===== config.mk =====
export PLATFORM = sky130hd
export DESIGN_NAME = apts_sequencer
export DESIGN_NICKNAME = d
export VERILOG_FILES = /design/src/shared/apts_pkg.sv /design/src/apts_conv_engine.sv /design/src/apts_sequencer.sv
export VERILOG_INCLUDE_DIRS = /design/src /design/src/shared
export SDC_FILE = /design/constraint.sdc
export NUM_CORES = 1
export LEC_CHECK = 0
export BUFFER_PORTS_ARGS = -buffer_cell sky130_fd_sc_hd__buf_2
export CAP_MARGIN = 20
export CORE_MARGIN = 2
export CORE_UTILIZATION = 56
export CTS_CLUSTER_SIZE = 30
export DETAILED_ROUTE_END_ITERATION = 8
export PLACE_DENSITY = 0.92
export SLEW_MARGIN = 30
export SYNTH_ARGS = -nofsm -noshare
export SYNTH_HDL_FRONTEND = slang
export SYNTH_SLANG_ARGS = --single-unit

===== constraint.sdc =====
create_clock -name I_CLK_SYS -period 5.4 [get_ports I_CLK_SYS]
set_input_delay 1.35 -clock I_CLK_SYS [delete_from_list [all_inputs] [get_ports I_CLK_SYS]]
set_output_delay 1.35 -clock I_CLK_SYS [all_outputs]
set_load 0.05 [all_outputs]

===== src/shared/apts_defines.svh =====
// Register offsets, field positions, reset values and timing counts
// Assumes a 16-bit register port with word offsets
`ifndef APTS_DEFINES_SVH
`define APTS_DEFINES_SVH

`define APTS_OFF_CTRL      4'h0
`define APTS_OFF_STAT      4'h1
`define APTS_OFF_BASE      4'h2
`define APTS_OFF_PSEL_LO   4'h3
`define APTS_OFF_PSEL_HI   4'h4
`define APTS_OFF_PAIRCTL0  4'h5

`define APTS_CTRL_ON       15
`define APTS_CTRL_GSW      10
`define APTS_CTRL_ORDER    6
`define APTS_CTRL_DIV_HI   2
`define APTS_CTRL_MASK     16'hb5f7
`define APTS_CTRL_RST      16'h0003

`define APTS_BASE_MASK     16'hfffe
`define APTS_PSEL_LO_MASK  16'hffff
`define APTS_PSEL_HI_MASK  16'h00ff
`define APTS_PAIR_RST      8'h00

`define APTS_TRG_OFF       5'h00
`define APTS_TRG_SW        5'h01
`define APTS_TRG_GSW       5'h02
`define APTS_TRG_SPEC      5'h03
`define APTS_TRG_PRI_LO    5'h04
`define APTS_TRG_PRI_HI    5'h0b
`define APTS_TRG_TMR1      5'h0c
`define APTS_TRG_SEC_SPEC  5'h0d
`define APTS_TRG_SEC_LO    5'h0e
`define APTS_TRG_SEC_HI    5'h16
`define APTS_TRG_CL_LO     5'h17
`define APTS_TRG_CL_HI     5'h1e
`define APTS_TRG_TMR2      5'h1f

`define APTS_CONV_TICKS    4'hc
`define APTS_ENC_SHIFT     2

`endif


===== src/shared/apts_pkg.sv =====
// Types shared by the pair trigger sequencer and its conversion engine
// Assumes apts_defines.svh is on the include path
package apts_pkg;

  localparam int NPAIR = 2;

  typedef struct packed {
    logic [7:0] pwm_pri;
    logic [8:0] pwm_sec;
    logic [7:0] pwm_cl;
    logic       pwm_spec;
    logic       pwm_sec_spec;
    logic       tmr1_match;
    logic       tmr2_match;
  } apts_trig_t;

  typedef struct packed {
    logic       irq_en;
    logic       pending;
    logic       soft_trig;
    logic [4:0] trig_sel;
  } apts_pair_t;

  typedef enum logic [2:0] {
    ST_IDLE   = 3'b001,
    ST_FIRST  = 3'b010,
    ST_SECOND = 3'b100
  } apts_state_t;

endpackage : apts_pkg


===== src/apts_conv_engine.sv =====
// Conversion engine: clock divider and two-channel pair sequence
// Assumes a start is given only while idle
`timescale 1ns/1ns
`include "apts_defines.svh"
module apts_conv_engine
  import apts_pkg::*;
(
  input  wire logic       i_clk,
  input  wire logic       i_nrst,
  input  wire logic       i_en,
  input  wire logic       i_start,
  input  wire logic       i_pair,
  input  wire logic       i_odd_first,
  input  wire logic [2:0] i_div,
  output logic            o_busy,
  output logic            o_done,
  output logic            o_done_pair,
  output logic [4:0]      o_chan
);
  apts_state_t st_r, st_nxt;
  logic [2:0]  div_r, div_nxt;
  logic [3:0]  tick_r, tick_nxt;
  logic        pair_r, pair_nxt;
  logic        odd_r, odd_nxt;
  logic        done_r, done_nxt;
  logic        conv_en;

  // Divide by field plus one
  assign conv_en = (div_r == i_div);

  always_comb begin
    st_nxt   = st_r;
    div_nxt  = conv_en ? 3'h0 : div_r + 3'h1;
    tick_nxt = tick_r;
    pair_nxt = pair_r;
    odd_nxt  = odd_r;
    done_nxt = 1'b0;
    unique case (st_r)
      ST_IDLE: begin
        div_nxt  = 3'h0;
        tick_nxt = 4'h0;
        if (i_start && i_en) begin
          st_nxt   = ST_FIRST;
          pair_nxt = i_pair;
          odd_nxt  = i_odd_first;
        end
      end
      ST_FIRST: begin
        if (conv_en) begin
          tick_nxt = tick_r + 4'h1;
          if (tick_r == `APTS_CONV_TICKS - 4'h1) begin
            tick_nxt = 4'h0;
            st_nxt   = ST_SECOND;
          end
        end
      end
      ST_SECOND: begin
        if (conv_en) begin
          tick_nxt = tick_r + 4'h1;
          if (tick_r == `APTS_CONV_TICKS - 4'h1) begin
            st_nxt   = ST_IDLE;
            done_nxt = 1'b1;
          end
        end
      end
      default: st_nxt = ST_IDLE;
    endcase
    // Turning the converter off abandons the pair; its flags stay
    if (!i_en) begin
      st_nxt   = ST_IDLE;
      done_nxt = 1'b0;
    end
  end

  always_ff @(posedge i_clk or negedge i_nrst) begin
    if (!i_nrst) begin
      st_r   <= ST_IDLE;
      div_r  <= 3'h0;
      tick_r <= 4'h0;
      pair_r <= 1'b0;
      odd_r  <= 1'b0;
      done_r <= 1'b0;
    end else begin
      st_r   <= st_nxt;
      div_r  <= div_nxt;
      tick_r <= tick_nxt;
      pair_r <= pair_nxt;
      odd_r  <= odd_nxt;
      done_r <= done_nxt;
    end
  end

  assign o_busy      = (st_r != ST_IDLE);
  assign o_done      = done_r;
  assign o_done_pair = pair_r;
  // Odd input first when order bit set
  assign o_chan = {3'h0, pair_r, (st_r == ST_SECOND) ^ odd_r};

endmodule : apts_conv_engine


===== src/apts_sequencer.sv =====
// ADC pair trigger sequencer: registers, trigger select, flags, jump table
// Assumes a one-cycle register port, triggers synchronous to I_CLK_SYS
`timescale 1ns/1ns
`include "apts_defines.svh"
module apts_sequencer
  import apts_pkg::*;
(
  input  wire logic        I_CLK_SYS,
  input  wire logic        I_NRST,
  input  wire logic [3:0]  I_ADDR,
  input  wire logic [15:0] I_WDATA,
  input  wire logic        I_WR,
  input  wire logic        I_RD,
  input  wire apts_trig_t  I_TRIG,
  output logic [15:0]      O_RDATA,
  output logic [NPAIR-1:0] O_PAIR_IRQ,
  output logic [23:0]      O_PIN_DIGITAL,
  output logic             O_CONV_BUSY,
  output logic [4:0]       O_CONV_CHAN
);

  // Trigger source decode, shared by every pair
  function automatic logic trig_hit(
    input logic [4:0] sel,
    input apts_trig_t trg,
    input logic       sw,
    input logic       gsw
  );
    logic hit;
    hit = 1'b0;
    if (sel == `APTS_TRG_OFF)
      hit = 1'b0;
    else if (sel == `APTS_TRG_SW)
      hit = sw;
    else if (sel == `APTS_TRG_GSW)
      hit = gsw | sw;
    else if (sel == `APTS_TRG_SPEC)
      hit = trg.pwm_spec;
    else if (sel <= `APTS_TRG_PRI_HI)
      hit = trg.pwm_pri[3'(sel - `APTS_TRG_PRI_LO)];
    else if (sel == `APTS_TRG_TMR1)
      hit = trg.tmr1_match;
    else if (sel == `APTS_TRG_SEC_SPEC)
      hit = trg.pwm_sec_spec;
    else if (sel <= `APTS_TRG_SEC_HI)
      hit = trg.pwm_sec[4'(sel - `APTS_TRG_SEC_LO)];
    else if (sel <= `APTS_TRG_CL_HI)
      hit = trg.pwm_cl[3'(sel - `APTS_TRG_CL_LO)];
    else
      hit = trg.tmr2_match;
    return hit;
  endfunction : trig_hit

  // Lowest numbered set bit wins
  function automatic logic [3:0] prio_enc(
    input logic [NPAIR-1:0] req
  );
    logic [3:0] idx;
    idx = 4'h0;
    for (int k = NPAIR - 1; k >= 0; k--) begin
      if (req[k])
        idx = 4'(k);
    end
    return idx;
  endfunction : prio_enc

  // Register state
  logic [15:0]      ctrl_r, ctrl_nxt;
  logic [15:0]      base_r, base_nxt;
  logic [23:0]      psel_r, psel_nxt;
  apts_pair_t       pair_r   [NPAIR];
  apts_pair_t       pair_nxt [NPAIR];
  logic [NPAIR-1:0] rdy_r, rdy_nxt;
  logic [NPAIR-1:0] irq_r, irq_nxt;
  logic [15:0]      rdata_r, rdata_nxt;
  logic             start_r, start_nxt;
  logic             spair_r, spair_nxt;

  // Engine and decode wires
  logic             conv_on;
  logic             eng_busy;
  logic             eng_done;
  logic             eng_pair;
  logic [4:0]       eng_chan;
  logic [NPAIR-1:0] hit;
  logic [NPAIR-1:0] pend_vec;
  logic [NPAIR-1:0] done_vec;
  logic [3:0]       pend_idx;
  logic             wr_ctrl;
  logic             wr_stat;
  logic             wr_pair;
  logic [15:0]      jump_addr;

  assign conv_on = ctrl_r[`APTS_CTRL_ON];
  assign wr_ctrl = I_WR && (I_ADDR == `APTS_OFF_CTRL);
  assign wr_stat = I_WR && (I_ADDR == `APTS_OFF_STAT);
  assign wr_pair = I_WR && (I_ADDR == `APTS_OFF_PAIRCTL0);

  genvar g;
  generate
    for (g = 0; g < NPAIR; g++) begin : g_pair
      // Off means no trigger is taken
      assign hit[g] = conv_on && trig_hit(pair_r[g].trig_sel, I_TRIG,
                                          pair_r[g].soft_trig,
                                          ctrl_r[`APTS_CTRL_GSW]);
      assign pend_vec[g] = pair_r[g].pending;
      assign done_vec[g] = eng_done && (eng_pair == 1'(g));
    end
  endgenerate

  // Base plus encoded ready pair from bit 2 up; bit 1 follows the base, bit 0 zero
  assign jump_addr = (base_r & `APTS_BASE_MASK)
                   + {10'h000, prio_enc(rdy_r), 2'b00};

  // Control, base and pin select
  always_comb begin
    ctrl_nxt = ctrl_r;
    base_nxt = base_r;
    psel_nxt = psel_r;
    // Configuration writes are not locked; software keeps them off-only
    if (wr_ctrl)
      ctrl_nxt = I_WDATA & `APTS_CTRL_MASK;
    if (I_WR && (I_ADDR == `APTS_OFF_BASE))
      base_nxt = I_WDATA & `APTS_BASE_MASK;
    if (I_WR && (I_ADDR == `APTS_OFF_PSEL_LO))
      psel_nxt[15:0] = I_WDATA & `APTS_PSEL_LO_MASK;
    if (I_WR && (I_ADDR == `APTS_OFF_PSEL_HI))
      psel_nxt[23:16] = I_WDATA[7:0];
  end

  always_ff @(posedge I_CLK_SYS or negedge I_NRST) begin
    if (!I_NRST) begin
      ctrl_r <= `APTS_CTRL_RST;
      base_r <= 16'h0000;
      psel_r <= 24'h000000;
    end else begin
      ctrl_r <= ctrl_nxt;
      base_r <= base_nxt;
      psel_r <= psel_nxt;
    end
  end

  // Pair flags: pending, soft trigger, ready, interrupt
  always_comb begin
    rdy_nxt = rdy_r;
    irq_nxt = '0;
    for (int p = 0; p < NPAIR; p++) begin
      pair_nxt[p] = pair_r[p];
      // Software write: enable, soft trigger, source; pending is hardware's
      if (wr_pair) begin
        pair_nxt[p].irq_en    = I_WDATA[8*p+7];
        pair_nxt[p].soft_trig = I_WDATA[8*p+5];
        pair_nxt[p].trig_sel  = I_WDATA[8*p+:5];
      end
      // Ready clears on written zero, set wins over it
      if (wr_stat && !I_WDATA[p])
        rdy_nxt[p] = 1'b0;
      if (done_vec[p]) begin
        pair_nxt[p].pending = 1'b0;
        rdy_nxt[p]          = 1'b1;
        irq_nxt[p]          = pair_r[p].irq_en;
      end
      // A fresh trigger while pending is merged; set wins over done
      if (hit[p]) begin
        pair_nxt[p].pending = 1'b1;
        if (!pair_r[p].pending)
          pair_nxt[p].soft_trig = 1'b0;
      end
    end
  end

  always_ff @(posedge I_CLK_SYS or negedge I_NRST) begin
    if (!I_NRST) begin
      for (int p = 0; p < NPAIR; p++)
        pair_r[p] <= `APTS_PAIR_RST;
      rdy_r <= '0;
      irq_r <= '0;
    end else begin
      for (int p = 0; p < NPAIR; p++)
        pair_r[p] <= pair_nxt[p];
      rdy_r <= rdy_nxt;
      irq_r <= irq_nxt;
    end
  end

  // Dispatch: one start at a time, lowest pending pair first
  assign pend_idx = prio_enc(pend_vec);

  always_comb begin
    start_nxt = 1'b0;
    spair_nxt = spair_r;
    // Waits for a free engine, so held requests are kept
    if (conv_on && !eng_busy && !start_r && !eng_done && (pend_vec != '0)) begin
      start_nxt = 1'b1;
      spair_nxt = pend_idx[0];
    end
  end

  always_ff @(posedge I_CLK_SYS or negedge I_NRST) begin
    if (!I_NRST) begin
      start_r <= 1'b0;
      spair_r <= 1'b0;
    end else begin
      start_r <= start_nxt;
      spair_r <= spair_nxt;
    end
  end

  apts_conv_engine u_engine (
    .i_clk       (I_CLK_SYS),
    .i_nrst      (I_NRST),
    .i_en        (conv_on),
    .i_start     (start_r),
    .i_pair      (spair_r),
    .i_odd_first (ctrl_r[`APTS_CTRL_ORDER]),
    .i_div       (ctrl_r[`APTS_CTRL_DIV_HI:0]),
    .o_busy      (eng_busy),
    .o_done      (eng_done),
    .o_done_pair (eng_pair),
    .o_chan      (eng_chan)
  );

  // Read port: data stand one cycle after the strobe, else zero
  always_comb begin
    rdata_nxt = 16'h0000;
    if (I_RD) begin
      unique case (I_ADDR)
        `APTS_OFF_CTRL:     rdata_nxt = ctrl_r;
        `APTS_OFF_STAT:     rdata_nxt = {14'h0000, rdy_r};
        `APTS_OFF_BASE:     rdata_nxt = jump_addr;
        `APTS_OFF_PSEL_LO:  rdata_nxt = psel_r[15:0];
        `APTS_OFF_PSEL_HI:  rdata_nxt = {8'h00, psel_r[23:16]};
        `APTS_OFF_PAIRCTL0: rdata_nxt = {pair_r[1], pair_r[0]};
        default:            rdata_nxt = 16'h0000;
      endcase
    end
  end

  // Outputs registered; engine state is one cycle late on the pins
  logic       busy_q;
  logic [4:0] chan_q;

  always_ff @(posedge I_CLK_SYS or negedge I_NRST) begin
    if (!I_NRST) begin
      rdata_r <= 16'h0000;
      busy_q  <= 1'b0;
      chan_q  <= 5'h00;
    end else begin
      rdata_r <= rdata_nxt;
      busy_q  <= eng_busy;
      chan_q  <= eng_chan;
    end
  end

  assign O_RDATA       = rdata_r;
  assign O_PAIR_IRQ    = irq_r;
  // One selects digital pin, mux input tied low
  assign O_PIN_DIGITAL = psel_r;
  assign O_CONV_BUSY   = busy_q;
  assign O_CONV_CHAN   = chan_q;

endmodule : apts_sequencer


==> results of run 1 <==
-- worst paths after layout --
kind	from	slack, ns	endpoint	cells past startpoint
max in group asynchronous	I_NRST	3.58	base_r[11]	2
worst max-delay path	I_ADDR[1]	2.48	O_PIN_DIGITAL[12]	5
worst min register to register	u_engine.o_done_pair	0.45	O_CONV_CHAN[1]	0
worst min-delay path	u_engine.o_done_pair	0.45	O_CONV_CHAN[1]	0
min in group asynchronous	I_NRST	0.98	u_engine.div_r[1]	1
worst max register to register	pair_r[0]	2.74	pair_r[5]	8
-- layout make-up --
| class | instances | area [um^2] |
|---|---|---|
| Clock buffer | 11 | 151 |
| Timing Repair Buffer | 102 | 529 |
| Clock inverter | 5 | 77.6 |
| Sequential cell | 105 | 2630 |
| Inverter | 12 | 45.0 |
| Tap cell | 133 | 166 |
| Fill cell | 717 | 3310 |
| Multi-Input combinational cell | 344 | 2820 |
-- cell usage after synthesis (4+ instances only) --
cell type	instances
dfrtp_1	102
mux2_1	64
nand2_1	41
a21oi_1	18
ha_1	16
nor2_1	16
a222oi_1	14
nand3_1	14
o21ai_0	14
xnor2_1	14
mux2i_1	13
clkbuf_1	12
a22oi_1	10
nand2b_1	10
inv_1	9
and3_1	8
nor2b_1	8
mux4_2	7
nand3b_1	7
buf_2	6
xor2_1	6
a31oi_1	5
mux2_2	5
o22ai_1	5
nor3_1	4
-- metrics by stage --
| stage | setup slack (ns) | total power, mW |
|---|---|---|
| 5_1_grt | 2.40 | 2.65 |
| 3_3_place_gp | 2.25 | 1.94 |
| 4_1_cts | 2.56 | 2.52 |
| 2_1_floorplan | 2.66 | 1.73 |
| 6_report | 2.48 | 2.54 |
| 3_5_place_dp | 2.15 | 1.98 |
-- logic make-up after synthesis --
| logic type | Yosys count | share of synthesized area (%) |
|---|---|---|
| xor+xnor | 20 | 3.12 |
| flops | 105 | 46.9 |
| compound gates | 92 | 12.2 |
| buf+inv | 37 | 3.15 |
| mux | 91 | 19.7 |
| other cells | 1 | 0.0669 |
| fa+ha+maj | 16 | 3.57 |
| simple gates | 122 | 11.2 |
-- sequential cells by signal, summed over array words and instances (netlist names), 2 cells and up --
signal           flops
u_engine.st_r        3
O_PAIR_IRQ           2
u_engine.div_r       3
ctrl_r              12
base_r              15
rdy_r                2
O_PIN_DIGITAL       24
O_RDATA             16
pair_r              16
O_CONV_CHAN          2
u_engine.tick_r      4
-- worst max-delay path: stages --
cell,delay (ns)
buf_2,0.14
nor4bb_2,0.28
buf_4,0.29
nand2_1,0.55
mux2_1,0.55
-- power breakdown --
group          leakage (nW)  internal (mW)  switching, mW
sequential             1.32          0.938          0.203
combinational          1.54          0.334          0.517
clock                 0.115          0.285          0.260
-- layer usage --
| layer | vias to the layer above | wire length [um] |
|---|---|---|
| met5 | - | 0 |
| met4 | 0 | 610 |
| met3 | 63 | 1290 |
| met2 | 310 | 7310 |
| met1 | 2257 | 5830 |
| li1 | 1967 | - |
==> results.cfg, run 1 <==
[sta]
timing.final.crit_share_pct = 54.0
fin_crit_ns = 2.92
timing.hold.ws_ns = 0.451
worstMarginPinSlew_ns = 0.853
setup_viol = 0
rsz0062_at_grt = false
hold_viol_final = 0
setup-tns-final_ns = 0
slew_violations = 0
fmax_mhz = 343
skew_ns = 0.0119
maxSlewHeadroom_pct = 43.1

[clock_network]
clkLatencyLatePin_ns = 0.38
h-tree-depth = 3
cts_hold_buf = 0
post_cts_buffers = 0
clk_pin_slew_ns = 0.09
cts_buffers = 9
cts-root-buf = clkbuf_8
clk_path_buf_depth = 2
clkSinkCount = 105
cts_tree = built
cts-resized-gates = 0

[setup_path]
startpoint_type = input pin
cp.arrival_ns = 3.17
endpoint_kind = flop
required_ns = 5.65
crit_type = input pin to flop
path_max_fanout = 17

[outcome]
outcome = completed

[final_layout]
nets = 643
layout_common_cells = dfrtp_1, buf_2, mux2_1
fin_area_um2 = 6420
stdcell_count = 712
layout_commonest_cell = dfrtp_1
post-route-util_pct = 66.0
final_layout_size_suffix_gt1_share_pct = 26.1
antennaDiodeCount = 0
area_delta_synth_final_pct = 14.5

[drt]
drt-total-wl_um = 15000
vias = 4597
drt-initial-drc-count = 517
wire_per_inst_um = 21.1
ant_nets = 0
drc = 0
vias_per_cell = 6.46
first_pass_iters = 6

[synthesis]
synth_seq_area_share_pct = 46.9
synth-seq-cells = 105
synth-edff-count = 0
synth_cell_type_count = 65
yosysWarnings = 0
ys.flop_type = dfrtp_1
syn_area_per_cell_um2 = 11.6
yosys.area.top_type = dfrtp_1
syn_area_um2 = 5610
postSynthCellCount = 484
synth.area.top_cells = dfrtp_1, mux2_1, ha_1, mux4_2, nand2_1
async_reset_ff_share_pct = 100
netlist.area_leader.share_pct = 45.5

[grt]
grt-busiest-layer = met2
antenna_found_initial = 0
met3_usage_pct = 6.27
grt-ovfl-total = 0
groute.usage.overall_pct = 28.4
grt_pass1_wl_um = 24100
grt_pass1_vias = 4663
grt_util_met1_pct = 35.4
grt_max_degree = 79
gr-usage-met2_pct = 46.3

[die]
rows = 36
dieArea_um2 = 10800
pin_count = 101
coreArea_um2 = 9730
die_h_um = 104
start_util_pct = 57.7
die_w_um = 104

[hold_path]
worst_hold_path_type = flop to flop

[run]
cap_violations = 0

[power]
irDropWorstVdd_uv = 186
powerDensity_nw_per_um2 = 395
p_leak_nw = 2.98

[placement]
post_dp_cell_area_um2 = 6190
io_buffers = 97
placed_cells = 696
gp_congestion = 0.869
dp_hpwl_um = 10800
(Power assumes the default switching activity.)
==> run 2, diff against run 1 <==
ABC_AREA = 1   (was unset)
CORE_UTILIZATION = 51   (was 56)
PLACE_DENSITY = 0.89   (was 0.92)
clock period = 2.4 ns   (was 5.4 ns; I/O delays follow)
==> results.cfg, run 2 <==
[grt]
grt_max_degree = 41
groute.usage.overall_pct = 25.0
grt-ovfl-total = 0
grt_pass1_vias = 4840
antenna_found_initial = 0
grt_pass1_wl_um = 23200

[setup_path]
path_max_fanout = 3
crit_chain = nor2_2, ha_2, ha_2, nand3_1, nor2_2, nand3_2, nor2_4, nand3_1, nor2_1, xor2_1, a22oi_1, a21oi_1
cp_slowest_cell = dfrtp_1
r2r_cells = 12
crit_type = flop to flop
max_stage_delay_ns = 0.41
cp.arrival_ns = 2.57
crit_family = simple AND/OR/NAND/NOR gates
path_buf_inv = 0
required_ns = 2.64
startpoint_type = flop
endpoint_kind = flop
path_depth = 12

[placement]
post_dp_cell_area_um2 = 6320
gp_congestion = 0.962
dp_hpwl_um = 11000
io_buffers = 97
pre_cts_slack_ns = 0.132

[final_layout]
final_layout_size_suffix_gt1_share_pct = 18.3
fin_area_um2 = 6550
antennaDiodeCount = 0
largest_reg_flops = 24
layout_common_cells = nand2_1, dfrtp_1, buf_2
layout_commonest_cell = nand2_1
area_delta_synth_final_pct = 15.6
nets = 894

[sta]
maxSlewHeadroom_pct = 55.2
slew_violations = 0
fin_ws_ns = 0.0692
fmax_mhz = 429
timing.final.crit_share_pct = 97.1
skew_ns = 0.00889
timing.hold.ws_ns = 0.168
fin_crit_ns = 2.33
setup_viol = 0
worstMarginPinSlew_ns = 0.670
hold_viol_final = 0

[clock_network]
clk_path_buf_depth = 2
clkSinkCount = 105
h-tree-depth = 3
clkLatencyLatePin_ns = 0.38
cts_hold_buf = 0
cts_tree = built
cts_buffers = 9
clk_pin_slew_ns = 0.10
cts-root-buf = clkbuf_8

[die]
pin_count = 101
dieArea_um2 = 12000
start_util_pct = 52.3
die_w_um = 109
coreArea_um2 = 10800
die_h_um = 109
rows = 38

[synthesis]
yosysWarnings = 0
synth_cell_type_count = 49
synth-seq-cells = 105
netlist.area_leader.share_pct = 45.1
syn_area_um2 = 5660
postSynthCellCount = 728
synth_most_common_cell = nand2_1
async_reset_ff_share_pct = 100
synth-edff-count = 0
synth.area.top_cells = dfrtp_1, nand2_1, o21ai_0, inv_1, nand3_1
ys_top_cells_by_count = nand2_1, dfrtp_1, o21ai_0
syn_area_per_cell_um2 = 7.78
ys.flop_type = dfrtp_1
yosys.area.top_type = dfrtp_1
synth_seq_area_share_pct = 46.5

[power]
powerDensity_nw_per_um2 = 822
irDropWorstVdd_uv = 549
p_total_mw = 5.38
p_leak_nw = 3.43

[drt]
ant_nets = 0
drt-total-wl_um = 14600
drt-initial-drc-count = 561
vias_per_cell = 5.49
wire_per_inst_um = 15.0
drc = 0
first_pass_iters = 6
vias = 5321

[hold_path]
worst_hold_path_type = input pin to async pin

[run]
cap_violations = 0

[outcome]
outcome = completed
-- run 2: changes by cell type in the layout (fill, tap and decap cells not counted), sizes merged, moves of 14 or more --
cell and change:
nand2 +151, inv +85, o21ai +79, mux2 -70
nand3 +30, nor2 +27, a222oi -14
-- run 2: what timing repair did --
action                                  CTS  global route
gates resized for setup                   0             7
endpoints found under the setup margin    0             1
setup buffers                             0             1
-- run 2: report_power, final --
group / internal (mW) / switching [mW] / total [mW]
Clock: 0.515 / 0.613 / 1.13
Sequential: 2.09 / 0.303 / 2.39
Combinational: 0.588 / 1.28 / 1.86
-- run 2: path summary, 6_finish.rpt --
path | startpoint | endpoint | slack, ns
worst max-delay path | rdy_r[0] | O_RDATA[14] | 0.07
worst min-delay path | I_NRST | u_engine.st_r[1] | 0.17
worst max register to register | rdy_r[0] | O_RDATA[14] | 0.07
worst min register to register | u_engine.o_done_pair | O_CONV_CHAN[1] | 0.44
max in group asynchronous | I_NRST | ctrl_r[1] | 1.61
min in group I_CLK_SYS | u_engine.o_done_pair | O_CONV_CHAN[1] | 0.44
-- run 2: logic make-up (layout without fill, tap and decap cells) --
family / after synthesis / in the layout / share of synthesized area [%]
DFF: 105 / 105 / 46.5
AOI/OAI and AO/OA: 161 / 161 / 16.2
adders and majority gates: 16 / 16 / 3.53
and+or+nand+nor: 314 / 314 / 23.8
buffers and inverters: 124 / 224 / 8.92
xor gates and xnor gates: 7 / 7 / 1.08
other: 1 / 3 / 0.0662
-- run 2: per-stage QoR --
step | cells | setup TNS, ns | utilization (%)
CTS | 969 | 0 | 60.1
finish | 970 | 0 | 60.4
global route | 970 | -0.0919 | 60.4
floorplan | 730 | 0 | -
detailed placement | 953 | 0 | 58.3
global placement | 953 | 0 | 58.3
-- run 2: layout make-up --
class	count	area [um^2]
Sequential cell	105	2630
Clock buffer	10	138
Timing Repair Buffer	111	618
Fill cell	932	4290
Multi-Input combinational cell	501	2560
Inverter	97	364
Tap cell	140	175
Clock inverter	6	65.1
-- run 2: layer usage --
| layer | GRT usage (%) | part of all wire [%] | vias to the layer above |
|---|---|---|---|
| li1 | - | - | 2570 |
| met1 | 34.4 | 43 | 2456 |
| met2 | 40.4 | 46 | 268 |
| met3 | 4.21 | 8.8 | 27 |
| met4 | 8.59 | 2.0 | 0 |
| met5 | 0 | 0 | - |
==> run 3, diff against run 2 <==
CELL_PAD_IN_SITES_DETAIL_PLACEMENT = 0   (was unset)
CELL_PAD_IN_SITES_GLOBAL_PLACEMENT = 1   (was unset)
CORE_UTILIZATION = 37   (was 51)
PLACE_DENSITY = 0.88   (was 0.89)
==> results.cfg, run 3 (synthesized netlist as in run 2, its figures left out) <==
[grt]
antenna_found_initial = 0
grt_pass1_wl_um = 24600
grt_max_degree = 48
grt-ovfl-total = 0
grt_pass1_vias = 4702
groute.usage.overall_pct = 19.2

[drt]
drc = 0
vias = 5150
first_pass_iters = 5
vias_per_cell = 5.05
wire_per_inst_um = 14.9
drt-total-wl_um = 15200
ant_nets = 0
drt-initial-drc-count = 353

[final_layout]
multi_input_area_um2 = 2540
layout_common_cells = nand2_1, dfrtp_1, buf_2
final_layout_size_suffix_gt1_share_pct = 17.6
largest_reg_flops = 24
nets = 895
antennaDiodeCount = 0
layout_commonest_cell = nand2_1
post-route-util_pct = 44.1
fill_cells = 1514
area_delta_synth_final_pct = 17.6
fin_area_um2 = 6660
stdcell_count = 1019
regArea_um2 = 2630

[setup_path]
crit_start = rdy_r[0]
r2r_cells = 13
cp.arrival_ns = 2.32
path_max_fanout = 3
critPathCapture = O_RDATA[15]
r2r_start = rdy_r[0]
regToRegSetupSlack_ns = 0.28
startpoint_type = flop
crit_type = flop to flop
timing.rr.end = O_RDATA[15]
required_ns = 2.60
endpoint_kind = flop

[die]
die_w_um = 128
dieArea_um2 = 16300
pin_count = 101
coreArea_um2 = 15100
die_h_um = 128
rows = 45
start_util_pct = 37.5

[power]
p_leak_nw = 3.46
irDropWorstVdd_uv = 405
powerDensity_nw_per_um2 = 844

[clock_network]
h-tree-depth = 3
cts_buffers = 9
clk_path_buf_depth = 2
clkSinkCount = 105
clk_pin_slew_ns = 0.07
cts_tree = built
cts-root-buf = clkbuf_16
cts_hold_buf = 0
clkLatencyLatePin_ns = 0.35

[sta]
hold_viol_final = 0
worstMarginPinSlew_ns = 0.645
setup_viol = 0
fmax_mhz = 472
skew_ns = 0.00547
timing.final.crit_share_pct = 88.2
maxSlewHeadroom_pct = 56.9
setup-tns-final_ns = 0
fin_crit_ns = 2.12
slew_violations = 0
rsz0062_at_grt = false

[hold_path]
worst_hold_path_type = input pin to async pin

[placement]
placed_cells = 1003
post_dp_cell_area_um2 = 6380
io_buffers = 97
gp_congestion = 0.928
dp_hpwl_um = 11700

[run]
cap_violations = 0

[outcome]
outcome = completed
## run 3: cell types whose count changed in the layout (fill, tap and decap cells not counted), sizes merged
cell    delta
bufinv     -1
inv        -2
clkinv     -1
clkbuf     +4
buf        +1
## run 3: worst min path at each step
stage                                     to  slack, ns  cells after the start
after floorplan                  O_CONV_BUSY       0.30                      0
after global placement        O_CONV_CHAN[1]       0.43                      0
after detailed placement      O_CONV_CHAN[1]       0.43                      0
after CTS                 u_engine.tick_r[3]       0.21                      1
after global routing          O_CONV_CHAN[0]       0.22                      1
final                     u_engine.tick_r[3]       0.20                      1
## run 3: layout make-up
cell class,instances,share of cell area [%]
inverters,97,5.47
repair buffers,112,9.21
clock inverters,2,0.188
clock buffers,14,3.96
well taps,188,3.53
flip-flops and latches,105,39.5
multi-input cells,501,38.1
## run 3: per-stage QoR
step / power [mW] / hold WS, ns / worst slack, ns
floorplan: 3.73 / 0.304 / 0.470
global placement: 4.25 / 0.434 / 0.228
detailed placement: 4.27 / 0.432 / 0.155
CTS: 5.66 / 0.208 / 0.192
global route: 6.02 / 0.221 / 0.0410
finish: 5.62 / 0.201 / 0.283
## run 3: report_power, final
group | internal (mW) | switching (mW)
Combinational | 0.583 | 1.27
Sequential | 2.09 | 0.299
Clock | 0.760 | 0.617
Total | 3.43 | 2.19
## run 3: worst max-delay path, cell delays in order, from the launching register on
cell	delay (ns)
dfrtp_1	0.38
nor2_1	0.13
ha_1	0.21
nand3_2	0.12
nor3_2	0.15
and2_4	0.19
nand2_4	0.05
nor2_4	0.11
nand4_2	0.09
or2_4	0.26
nor2_1	0.09
nand2_1	0.07
nand3_2	0.08
a21oi_2	0.05
## run 3: routing by layer
layer | part of all wire (%) | track usage (%) | wire length (um)
met1 | 49 | 28.2 | 7430
met2 | 44 | 29.4 | 6710
met3 | 6.0 | 3.38 | 909
met4 | 1.1 | 5.04 | 164
met5 | 0 | 0 | 0
## run 3: timing repair
action                     4_1_cts  5_1_grt
setup endpoints to repair        0        1
resized for setup                0        2
buffers inserted                 0        0
